**config.mk**
```make
export PLATFORM = sky130hd
export DESIGN_NAME = fzc_freeze_ctrl
export DESIGN_NICKNAME = d
export VERILOG_FILES = /design/src/core/fzc_pkg.sv /design/src/core/fzc_freeze_ctrl.sv
export SDC_FILE = /design/constraint.sdc
export NUM_CORES = 1
export LEC_CHECK = 0
export BUFFER_PORTS_ARGS = -buffer_cell sky130_fd_sc_hd__buf_2
export CORE_ASPECT_RATIO = 1.2
export CORE_MARGIN = 8
export CORE_UTILIZATION = 33
export CTS_CLUSTER_SIZE = 12
export DETAILED_ROUTE_END_ITERATION = 10
export PLACE_DENSITY_LB_ADDON = 0.1
export SYNTH_ARGS = -nofsm -noshare
export SYNTH_HDL_FRONTEND = slang
export SYNTH_SLANG_ARGS = --single-unit
```
**constraint.sdc**
```tcl
create_clock -name ref_clk -period 1.8 [get_ports ref_clk]
set_clock_uncertainty 0.1 [all_clocks]
set_input_delay 0.09 -clock ref_clk [delete_from_list [all_inputs] [get_ports ref_clk]]
set_output_delay 0.09 -clock ref_clk [all_outputs]
set_load 0.1 [all_outputs]
```
**src/core/fzc_pkg.sv**
```systemverilog
// package for the freeze mode entry control block
// assumes a single 10 MHz clock and an APB master outside
package fzc_pkg;
    // ************************************************************
    // register map
    // ************************************************************
    localparam logic [11:0] FZC_CTRL_OFS = 12'h000;
    localparam logic [11:0] FZC_STAT_OFS = 12'h004;
    localparam int FZC_CTRL_GATED_BIT = 0;
    localparam int FZC_CTRL_PERMIT_BIT = 1;
    localparam int FZC_STAT_FROZEN_BIT = 0;
    localparam int FZC_STAT_PIN_BIT = 1;
    localparam int FZC_STAT_PERMIT_BIT = 2;
    localparam int FZC_STAT_GATED_BIT = 3;
    localparam logic FZC_GATED_RST = 1'b0;
    localparam logic FZC_PERMIT_RST = 1'b0;
    // ************************************************************
    // state and carriers
    // ************************************************************
    typedef enum logic [1:0] {
        FZC_RUN = 2'b01,
        FZC_FROZEN = 2'b10
    } fzc_mode_t;

    typedef struct packed {
        logic psel;
        logic penable;
        logic pwrite;
        logic [11:0] paddr;
        logic [31:0] pwdata;
    } fzc_apb_req_t;

    typedef struct packed {
        logic pready;
        logic pslverr;
        logic [31:0] prdata;
    } fzc_apb_rsp_t;

    typedef struct packed {
        fzc_mode_t mode;
        logic gated;
        logic permit;
        logic frozen;
        logic pad_oe_mask;
        logic core_in_high;
        fzc_apb_rsp_t rsp;
    } fzc_state_t;
endpackage

```
**src/core/fzc_freeze_ctrl.sv**
```systemverilog
// freeze mode entry control, pin-only and gated variants
// assumes pin and permit synchronous to ref_clk, APB master outside
`timescale 1ns/10ps
module fzc_freeze_ctrl
    import fzc_pkg::*;
(
    // clock and reset
    input wire logic ref_clk,
    input wire logic rst_b,
    // freeze request and permit
    input wire logic freeze_request_pin_n,
    input wire logic freeze_entry_permit,
    input wire logic freeze_entry_permit_primitive,
    // register bus
    input wire fzc_apb_req_t apb_req,
    output fzc_apb_rsp_t apb_rsp,
    // freeze effects
    output logic freeze_active,
    output logic pad_oe_mask,
    output logic core_in_high
);
    // ************************************************************
    // state
    // ************************************************************
    fzc_state_t s_q;
    fzc_state_t s_d;
    logic pin_asserted;
    logic permit_asserted;
    logic enter_ok;
    logic apb_access;

    always_comb begin
        pin_asserted = ~freeze_request_pin_n;
        // permit counts only with the primitive and gated mode
        permit_asserted = s_q.gated & freeze_entry_permit_primitive
            & (freeze_entry_permit | s_q.permit);
        enter_ok = s_q.gated ? (pin_asserted & permit_asserted)
            : pin_asserted;
        apb_access = apb_req.psel & apb_req.penable;
        s_d = s_q;
        s_d.rsp.pready = 1'b0;
        s_d.rsp.pslverr = 1'b0;
        s_d.rsp.prdata = 32'h0000_0000;
        unique case (s_q.mode)
            FZC_RUN: begin
                if (enter_ok) begin
                    s_d.mode = FZC_FROZEN;
                end
            end
            FZC_FROZEN: begin
                // exit on pin release only; permit drop does not wake
                if (!pin_asserted) begin
                    s_d.mode = FZC_RUN;
                end
            end
            default: begin
                s_d.mode = FZC_RUN;
            end
        endcase
        s_d.frozen = (s_d.mode == FZC_FROZEN);
        s_d.pad_oe_mask = s_d.frozen;
        s_d.core_in_high = s_d.frozen;
        // ********************************************************
        // apb slave, one wait state, answer on second access cycle
        // ********************************************************
        if (apb_access && !s_q.rsp.pready) begin
            s_d.rsp.pready = 1'b1;
            if (apb_req.paddr == FZC_CTRL_OFS) begin
                if (apb_req.pwrite) begin
                    s_d.gated = apb_req.pwdata[FZC_CTRL_GATED_BIT];
                    s_d.permit = apb_req.pwdata[FZC_CTRL_PERMIT_BIT];
                end else begin
                    s_d.rsp.prdata[FZC_CTRL_GATED_BIT] = s_q.gated;
                    s_d.rsp.prdata[FZC_CTRL_PERMIT_BIT] = s_q.permit;
                end
            end else if (apb_req.paddr == FZC_STAT_OFS) begin
                if (apb_req.pwrite) begin
                    s_d.rsp.pslverr = 1'b1;
                end else begin
                    s_d.rsp.prdata[FZC_STAT_FROZEN_BIT] = s_q.frozen;
                    s_d.rsp.prdata[FZC_STAT_PIN_BIT] = pin_asserted;
                    s_d.rsp.prdata[FZC_STAT_PERMIT_BIT] = permit_asserted;
                    s_d.rsp.prdata[FZC_STAT_GATED_BIT] = s_q.gated;
                end
            end else begin
                s_d.rsp.pslverr = 1'b1;
            end
        end
    end

    always_ff @(posedge ref_clk or negedge rst_b) begin
        if (!rst_b) begin
            s_q.mode <= FZC_RUN;
            s_q.gated <= FZC_GATED_RST;
            s_q.permit <= FZC_PERMIT_RST;
            s_q.frozen <= 1'b0;
            s_q.pad_oe_mask <= 1'b0;
            s_q.core_in_high <= 1'b0;
            s_q.rsp <= '0;
        end else begin
            s_q <= s_d;
        end
    end

    // ************************************************************
    // outputs straight from flops
    // ************************************************************
    assign apb_rsp = s_q.rsp;
    assign freeze_active = s_q.frozen;
    assign pad_oe_mask = s_q.pad_oe_mask;
    assign core_in_high = s_q.core_in_high;

    // ************************************************************
    // checks
    // ************************************************************
    gated_needs_both_a: assert property (@(posedge ref_clk) disable iff (!rst_b)
        (s_q.gated && !(pin_asserted && permit_asserted) && !s_q.frozen)
        |=> !s_q.frozen)
        else $error("gated freeze entered without pin and permit");
    gated_enter_a: assert property (@(posedge ref_clk) disable iff (!rst_b)
        (s_q.gated && pin_asserted && permit_asserted) |=> s_q.frozen)
        else $error("gated freeze not entered");
    pin_exit_a: assert property (@(posedge ref_clk) disable iff (!rst_b)
        (s_q.frozen && freeze_request_pin_n) |=> !s_q.frozen)
        else $error("freeze not left on pin release");
    pin_only_a: assert property (@(posedge ref_clk) disable iff (!rst_b)
        (!s_q.gated && $stable(s_q.gated)) |=> (s_q.frozen == !$past(freeze_request_pin_n)))
        else $error("pin-only freeze does not follow pin");
    permit_hold_a: assert property (@(posedge ref_clk) disable iff (!rst_b)
        (s_q.frozen && pin_asserted && !permit_asserted) |=> s_q.frozen)
        else $error("permit drop woke the device");
    pad_mask_a: assert property (@(posedge ref_clk) disable iff (!rst_b)
        pad_oe_mask == freeze_active)
        else $error("pad mask differs from freeze state");
    core_high_a: assert property (@(posedge ref_clk) disable iff (!rst_b)
        core_in_high == freeze_active)
        else $error("core inputs not held high in freeze");
    apb_ready_a: assert property (@(posedge ref_clk) disable iff (!rst_b)
        (apb_req.psel && apb_req.penable && !apb_rsp.pready) |=> apb_rsp.pready)
        else $error("apb answer late");

    // ************************************************************
    // bus, status and freeze mode checks
    // ************************************************************
    // a held ready would let one access count twice
    ready_pulse_a: assert property (@(posedge ref_clk) disable iff (!rst_b)
        apb_rsp.pready
        |=> !apb_rsp.pready)
        else $error("apb ready held too long");
    ready_idle_a: assert property (@(posedge ref_clk) disable iff (!rst_b)
        !(apb_req.psel && apb_req.penable)
        |=> !apb_rsp.pready)
        else $error("apb ready without access");
    stat_write_err_a: assert property (@(posedge ref_clk) disable iff (!rst_b)
        (apb_access && !apb_rsp.pready && apb_req.pwrite && apb_req.paddr == FZC_STAT_OFS)
        |=> apb_rsp.pslverr)
        else $error("status write not refused");
    unmapped_err_a: assert property (@(posedge ref_clk) disable iff (!rst_b)
        (apb_access && !apb_rsp.pready && apb_req.paddr != FZC_CTRL_OFS && apb_req.paddr != FZC_STAT_OFS)
        |=> apb_rsp.pslverr)
        else $error("unmapped access not refused");
    ctrl_no_err_a: assert property (@(posedge ref_clk) disable iff (!rst_b)
        (apb_access && !apb_rsp.pready && apb_req.paddr == FZC_CTRL_OFS)
        |=> !apb_rsp.pslverr)
        else $error("control access refused");
    ctrl_gated_wr_a: assert property (@(posedge ref_clk) disable iff (!rst_b)
        (apb_access && !apb_rsp.pready && apb_req.pwrite && apb_req.paddr == FZC_CTRL_OFS)
        |=> (s_q.gated == $past(apb_req.pwdata[FZC_CTRL_GATED_BIT])))
        else $error("variant bit not written");
    ctrl_permit_wr_a: assert property (@(posedge ref_clk) disable iff (!rst_b)
        (apb_access && !apb_rsp.pready && apb_req.pwrite && apb_req.paddr == FZC_CTRL_OFS)
        |=> (s_q.permit == $past(apb_req.pwdata[FZC_CTRL_PERMIT_BIT])))
        else $error("soft permit bit not written");
    stat_frozen_rd_a: assert property (@(posedge ref_clk) disable iff (!rst_b)
        (apb_access && !apb_rsp.pready && !apb_req.pwrite && apb_req.paddr == FZC_STAT_OFS)
        |=> (apb_rsp.prdata[FZC_STAT_FROZEN_BIT] == $past(s_q.frozen)))
        else $error("status frozen bit wrong");
    stat_gated_rd_a: assert property (@(posedge ref_clk) disable iff (!rst_b)
        (apb_access && !apb_rsp.pready && !apb_req.pwrite && apb_req.paddr == FZC_STAT_OFS)
        |=> (apb_rsp.prdata[FZC_STAT_GATED_BIT] == $past(s_q.gated)))
        else $error("status variant bit wrong");
    rdata_idle_a: assert property (@(posedge ref_clk) disable iff (!rst_b)
        !apb_rsp.pready
        |-> (apb_rsp.prdata == 32'h0000_0000))
        else $error("read data outside answer");
    no_prim_permit_a: assert property (@(posedge ref_clk) disable iff (!rst_b)
        !freeze_entry_permit_primitive
        |-> !permit_asserted)
        else $error("permit counted without primitive");
    freeze_needs_pin_a: assert property (@(posedge ref_clk) disable iff (!rst_b)
        $rose(freeze_active)
        |-> $past(pin_asserted))
        else $error("freeze entered without pin");
    mode_frozen_a: assert property (@(posedge ref_clk) disable iff (!rst_b)
        s_q.mode == FZC_FROZEN
        |-> s_q.frozen)
        else $error("status differs from mode");
    ungated_permit_a: assert property (@(posedge ref_clk) disable iff (!rst_b)
        (!s_q.gated && !s_q.frozen && !pin_asserted)
        |=> !s_q.frozen)
        else $error("pin-only freeze without pin");
    mode_onehot_a: assert property (@(posedge ref_clk) disable iff (!rst_b)
        1'b1
        |-> $onehot(s_q.mode))
        else $error("mode code illegal");
endmodule // fzc_freeze_ctrl

```
# Yosys cells after proc, flatten, opt, wreduce, memory -nomap -nowiden
# Index checks and enable logic that the tools add are counted.
# totals
register_bits,11
inputBits,52
output_inout_bits,37
# classes
n_eq_ne,4
n_mux,14
bitwise,6
reduce_logical,4
# ops
cell,n
equality test 12 x 3 -> 1 bit (second input constant),1
zero test 12 bit,1
2-to-1 mux 2 bit,6
2-to-1 mux 4 bit,3
AND 1 bit,4
equality test 2 bit (second input constant),2
2-to-1 mux 1 bit,4
case mux 2 bit (2 select lines),1
AND reduction 3 bit,1
equality test 2 x 1 -> 1 bit (second input constant),1
logical AND 1 bit,1
zero test 1 bit,1
inverter 1 bit,1
OR 1 bit,1

# Depth between registers and ports, before layout
# Gate-level depths: netlist of run 1.
# logic_depth
ltp_word,7
mapped_depth,6

# Worst setup path after synthesis of run 1
# OpenSTA, ideal clock, no wires.
# synth_path
path_type,flip-flop to output port
startpoint,register core_in_high (netlist name)
endpoint,output freeze_active
arrival_time_ns,1.356
t_required_ns,1.610
setup_slack_ns,0.254
stages_incl_launch_ff,2
n_path_buf,1
path_cell_list,dfrtp_1 > buf_4
# synth_lines
element,line,rtl
to (decl),fzc_freeze_ctrl.sv:18,"output logic freeze_active,"

# Worst setup path in the final report of run 1
# layout_path
startpoint,register s_q (netlist bit apb_rsp[33])
endpoint,register s_q[38] (netlist bit)
# layout_via
elab_chain_cells,3
# layout_rtl
element,line,rtl
from (decl),fzc_freeze_ctrl.sv:25,fzc_state_t s_q;
zero test 1 bit,fzc_freeze_ctrl.sv:66,if (apb_access && !s_q.rsp.pready) begin
logical AND 1 bit,fzc_freeze_ctrl.sv:66,
AND reduction 3 bit (no source line),--,
# No other way between the ends.
# A chain may end at the register's enable or synchronous reset.

==> flow_summary.json, run 1 <==
{
  "clockBufferDepth": 2,
  "finalNetCount": 166,
  "drive_gt1_share_pct": 36.9,
  "start_util_pct": 34.8,
  "die_w_um": 60.8,
  "postSynthCellCount": 83,
  "synthAdderAreaFrac_pct": 3.15,
  "h-tree-depth": 1,
  "ant_nets": 0,
  "cts.sinks": 11,
  "pwr-share-comb_pct": 60.2,
  "yosys.cell_types.count": 21,
  "firstDrtPassIters": 2,
  "r2r_setup_slack_ns": 0.23,
  "synth_top_family_by_area": "buffers and inverters",
  "routedWlPerCell_um": 11.4,
  "r2r_end": "s_q[38]",
  "synth_area_um2": 793,
  "rows": 19,
  "reg2reg_from": "apb_rsp[33]",
  "numPortBuffers": 30,
  "synthMuxAreaShare_pct": 5.36,
  "grt_max_degree": 12,
  "drc_errors": 0,
  "clk_latency_ns": 0.26,
  "finalCritPeriodShare_pct": 87.3,
  "setup_slack_ns": 0.229,
  "synth_warnings": 0,
  "ir_worst_vdd_uv": 734,
  "drv_slew": 0,
  "p_leak_nw": 0.487,
  "num_antenna_cells": 0,
  "antenna_found_initial": 0,
  "drt-total-wl_mm": 1.61,
  "hp-class": "input port to register",
  "dp_hpwl_mm": 1.45,
  "synth_compound_area_share_pct": 5.52,
  "area_growth_pct": 9.62,
  "grt_pass1_wl_mm": 2.59,
  "endpoint_kind": "register",
  "cts_tree": "built",
  "via_count": 526,
  "ys_ff_latch": 11,
  "rsz0062_at_grt": "false",
  "p_clk_share_pct": 13.7,
  "min_from": "apb_req[44]",
  "fmax_ghz": 0.637,
  "r2r_cells": 3,
  "finalHoldViolCount": 0,
  "yosys.area_share.xor_xnor_pct": 0,
  "maxCapViolCount": 0,
  "status": "completed",
  "core_area_mm2": 0.00228,
  "grtUsageTotal_pct": 7.69,
  "seq_power_share_pct": 26.1,
  "clkTransAtPathRegs_ns": 0.07,
  "required_ns": 1.85,
  "critPathArrivalTime_ns": 1.62,
  "setup_viol": 0,
  "drtIter0Drc": 3,
  "grt_overflow": 0,
  "worst-path-max-fanout": 4,
  "min_period_ns": 1.57,
  "numCtsBuffers": 3,
  "synthSimpleGateAreaFrac_pct": 14.7,
  "place_ws_ns": 0.230,
  "crit_type": "register to register",
  "power_density_mw_per_mm2": 1410,
  "start_kind": "register",
  "tns_ns": 0,
  "min_to": "apb_rsp[32]",
  "viasPerCell": 3.70,
  "root_buffer": "clkbuf_4",
  "die_y_um": 69.7,
  "first_global_vias": 621,
  "place.gp.congestion": 0.726,
  "synth.avg_cell_area_um2": 9.56,
  "ys_seq_area_share_pct": 34.9,
  "postCtsSetupRepairBufs": 0,
  "io_pins": 89,
  "switchingPower_mw": 0.734,
  "die_area_mm2": 0.00423,
  "power.internal_mw": 0.494,
  "switching_share_pct": 59.8,
  "hold-path-cell-count": 3
}
## power groups by stage
stage / sequential [mW] / combinational [mW] / clock (mW)
floorplan: 0.398 / 0.642 / 0
global placement: 0.323 / 0.724 / 0
detailed placement: 0.325 / 0.734 / 0
CTS: 0.320 / 0.740 / 0.180
global route: 0.325 / 0.773 / 0.186
finish: 0.320 / 0.740 / 0.168
## worst max-delay path by stage
stage,from,end,cells past startpoint
after floorplan,core_in_high,freeze_active,1
after global placement,apb_rsp[33],s_q[38],3
after detailed placement,apb_rsp[33],s_q[38],3
after CTS,apb_rsp[33],s_q[38],3
after global routing,apb_rsp[33],s_q[37],3
final,apb_rsp[33],s_q[38],3
## final cells by class
class                      instances  area (um2)
tap                               31        38.8
timing repair buffer              33         180
multi-input combinational         59         333
inverter                           4        15.0
clock buffer                       4        26.3
fill                             254        1410
sequential                        11         277
## stage by stage
stage	instances	util [%]	cell area [um2]	total power, mW	hold WS (ns)
after floorplan	110	-	895	1.04	-0.306
after global placement	135	35.6	813	1.05	-0.123
after detailed placement	135	35.6	813	1.06	-0.121
after CTS	142	38.1	870	1.24	0.00662
after global routing	142	38.1	870	1.28	0.0520
final	142	38.1	870	1.23	0.0215
## critical path: stages, from the launching register on
cell	delay, ns
dfrtp_1	0.38
nand3b_1	0.24
nor4_2	0.37
mux2_2	0.37
## cells in the mapped netlist, drive strengths merged
master / instances / area, um2
buf: 36 / 270
dfrtp: 10 / 250
nor2: 7 / 26.3
inv: 4 / 15.0
nand2: 3 / 11.3
nor4: 3 / 37.5
a21oi: 2 / 10.0
ha: 2 / 25.0
mux2: 2 / 22.5
mux2i: 2 / 20.0
o21ai: 2 / 10.0
a211oi: 1 / 7.51
a2bb2oi: 1 / 8.76
conb: 1 / 3.75
dfstp: 1 / 26.3
nand2b: 1 / 6.26
nand3b: 1 / 7.51
nor3: 1 / 10.0
o21a: 1 / 7.51
or3: 1 / 6.26
or4: 1 / 11.3
## routing by layer
layer  track usage, %  share of wire [%]  vias to the layer above
li1                 -                  -                      264
met1             7.56                 36                      238
met3             2.23                7.9                        0
met4             3.64                  0                        0
met2             13.8                 56                       24
met5                0                  0                        -
## kinds of logic after synthesis
| family | after synthesis |
|---|---|
| compound gates | 7 |
| fa+ha+maj | 2 |
| buf+inv | 40 |
| flops | 11 |
| mux | 4 |
| other cells | 1 |
| simple gates | 18 |
## state kept, by name, summed over array words and instances, names as in the netlist
register	cells
core_in_high	1
apb_rsp	6
s_q	4
## placed cells by master (no fill, tap or decap)
cell type	count
nor4_2	3
nand3b_1	1
mux2_2	2
a211oi_1	1
nand2_1	3
a2bb2oi_1	1
ha_1	2
nor3_2	1
or3_1	1
or4_4	1
clkbuf_4	3
dlygate4sd3_1	3
clkbuf_1	1
a21oi_1	2
mux2i_1	2
o21a_1	1
dfstp_2	1
conb_1	28
buf_2	30
nor2_1	7
o21ai_0	2
nand2b_1	1
dfrtp_1	10
inv_1	4
## what timing repair did
| action | in CTS | in global routing |
|---|---|---|
| hold buffers | 3 | 0 |
| endpoints found under the hold margin | 13 | 0 |
| gates resized for setup | 0 | 0 |
| setup endpoints to repair | 0 | 0 |
Power figures use the tool's default switching activity.
==> run 2: changes to the inputs <==
--- a/config.mk
+++ b/config.mk
@@ -5,10 +5,11 @@
 export SDC_FILE = /design/constraint.sdc
 export NUM_CORES = 1
 export LEC_CHECK = 0
+export ABC_AREA = 1
 export BUFFER_PORTS_ARGS = -buffer_cell sky130_fd_sc_hd__buf_2
 export CORE_ASPECT_RATIO = 1.2
 export CORE_MARGIN = 8
-export CORE_UTILIZATION = 33
+export CORE_UTILIZATION = 35
 export CTS_CLUSTER_SIZE = 12
 export DETAILED_ROUTE_END_ITERATION = 10
 export PLACE_DENSITY_LB_ADDON = 0.1
==> run 2 against run 1 <==
  * Via count rose by 23%
  * Maximum frequency rose by 7.4%
  * Sequential cell count did not move
  * Clock power fell by 3%
  * Die area rose by 1.9%
  * Routed wire length rose by 2.9%
  * Critical path depth rose by 2
  * Largest power group unchanged
  * Non-clock buffer count did not move
  * Highest routed layer is now met4
  * Sequential power barely moved
==> flow_summary.json, run 2 <==
{
  "ant_nets": 0,
  "place.gp.congestion": 0.701,
  "root_buffer": "clkbuf_4",
  "hp-class": "input port to register",
  "p_leak_nw": 0.560,
  "drt-total-wl_mm": 1.66,
  "viasPerCell": 3.74,
  "synth_edf_count": 0,
  "antenna_found_initial": 0,
  "numPortBuffers": 30,
  "synth.avg_cell_area_um2": 7.56,
  "numCtsBuffers": 3,
  "rows": 19,
  "status": "completed",
  "critPathArrivalTime_ns": 1.50,
  "cts_tree": "built",
  "endpoint_kind": "register",
  "ys_seq_area_share_pct": 32.1,
  "clockBufferDepth": 2,
  "hold-path-cell-count": 3,
  "fillers": 260,
  "final_cell_mix": "30 x buf_2, 28 x conb_1, 21 x nand2_1, 14 x nor2_1, 11 x inv_1",
  "async_reset_ff_share_pct": 100,
  "area.sequential_um2": 277,
  "setup_slack_ns": 0.337,
  "rsz0062_at_grt": "false",
  "worst-path-max-fanout": 3,
  "setup_viol": 0,
  "ir_worst_vdd_uv": 773,
  "maxCapViolCount": 0,
  "synth.most_common_cell": "buf_4",
  "path_depth": 5,
  "synthTopCellsByArea": "buf_4 31%, dfrtp_1 29%, nand2_1 9.1%, nor2_1 6.1%, inv_1 4.8%",
  "multi_input_area_um2": 372,
  "place_ws_ns": 0.374,
  "via_count": 647,
  "cp_num_buf_inv": 1,
  "path_delay_family": "flip-flops",
  "ys_ff_latch": 11,
  "area_growth_pct": 8.85,
  "drv_slew": 0,
  "dp_hpwl_mm": 1.44,
  "required_ns": 1.84,
  "min_period_ns": 1.46,
  "synth_top_flop_cell": "dfrtp_1",
  "grt_pass1_wl_mm": 2.80,
  "grtUsageTotal_pct": 8.11,
  "grt_max_degree": 12,
  "start_util_pct": 37.4,
  "start_kind": "register",
  "drc_errors": 0,
  "die_y_um": 70.4,
  "crit_path_top_delay_cell": "dfstp_2",
  "die_w_um": 61.3,
  "routedWlPerCell_um": 9.60,
  "finalHoldViolCount": 0,
  "die_area_mm2": 0.00431,
  "clkTransAtPathRegs_ns": 0.07,
  "drive_gt1_share_pct": 29.6,
  "crit_type": "register to register",
  "postCtsSetupRepairBufs": 0,
  "postSynthCellCount": 114,
  "yosysTopAreaCell": "buf_4",
  "yosys.cell_types.count": 19,
  "synthTopCellsByCount": "36 x buf_4, 21 x nand2_1, 14 x nor2_1, 11 x inv_1, 10 x dfrtp_1",
  "drtIter0Drc": 7,
  "critPathMaxStageDelay_ns": 0.55,
  "finalCritPeriodShare_pct": 81.3,
  "cts_resized": 0,
  "num_antenna_cells": 0,
  "fmax_ghz": 0.683,
  "largest_register_ffs": 6,
  "synth_warnings": 0,
  "core_area_mm2": 0.00231,
  "tns_ns": 0,
  "h-tree-depth": 1,
  "finalNetCount": 197,
  "synth_top_area_share_pct": 31.3,
  "grt_overflow": 0,
  "firstDrtPassIters": 4,
  "power_density_mw_per_mm2": 1290,
  "cts.sinks": 11,
  "crit_chain": "inv_1 > ha_1 > a31o_2 > o21ai_0 > nor2_1",
  "r2r_cells": 5,
  "first_global_vias": 675,
  "io_pins": 89,
  "clk_latency_ns": 0.26,
  "synth_area_um2": 862,
  "layout_commonest_cell": "buf_2"
}
==> run 2: final cells by class <==
class | count | share of cell area [%]
multi-input cells | 82 | 39.6
clock buffers | 4 | 2.80
flip-flops and latches | 11 | 29.5
well taps | 31 | 4.13
repair buffers | 33 | 19.2
inverters | 12 | 4.80
==> run 2: kinds of logic (layout without fill, tap and decap cells) <==
kind of cell | count (synthesis) | after routing | synth area share, %
and+or+nand+nor | 46 | 46 | 24.1
adders and majority gates | 2 | 2 | 2.90
AOI/OAI and AO/OA | 6 | 6 | 3.92
buffers and inverters | 48 | 49 | 36.6
DFF | 11 | 11 | 32.1
other | 1 | 28 | 0.435
==> run 2: timing repair <==
action                                  CTS  global route
endpoints found under the hold margin    13             0
endpoints found under the setup margin    0             0
hold buffers                              3             0
==> run 2: layer usage <==
metal	global-route usage, %	share of wire (%)
met5	0	0
met4	3.12	0.78
met3	2.75	9.9
met2	13.3	49
met1	9.12	40
==> run 2: worst paths after layout <==
check                           slack [ns]   startpoint           end
worst min-delay path                  0.02  apb_req[45]   apb_rsp[33]
worst max-delay path                  0.34      s_q[39]  core_in_high
worst min register to register        0.39  apb_rsp[33]   apb_rsp[33]
worst max register to register        0.34      s_q[39]  core_in_high
min in group asynchronous             0.13        rst_b   apb_rsp[33]
max in group asynchronous             1.21        rst_b       s_q[39]
==> run 2: worst reg2reg max path, delay by kind of cell (launching register included) <==
| family | cells | cell delay [ns] |
|---|---|---|
| AO/OA/AOI/OAI | 2 | 0.35 |
| AND/OR/NAND/NOR | 1 | 0.08 |
| flip-flops | 1 | 0.55 |
| adder cells (fa/ha/maj) | 1 | 0.21 |
| buffers and inverters | 1 | 0.06 |
==> run 2: power breakdown <==
part,switching [mW],internal [mW]
combinational,0.631,0.0969
clock,0.0780,0.0854
sequential,0.0288,0.288
total,0.738,0.471
==> run 2: stage by stage <==
stage               instances  util (%)  area, um2  hold slack, ns  total power [mW]
detailed placement        166      38.3        882          -0.128              1.04
finish                    173      40.7        938          0.0166              1.21
CTS                       173      40.7        938         0.00568              1.21
floorplan                 141         -        963          -0.306              1.03
global placement          166      38.3        882          -0.128              1.03
global route              173      40.7        938          0.0235              1.27
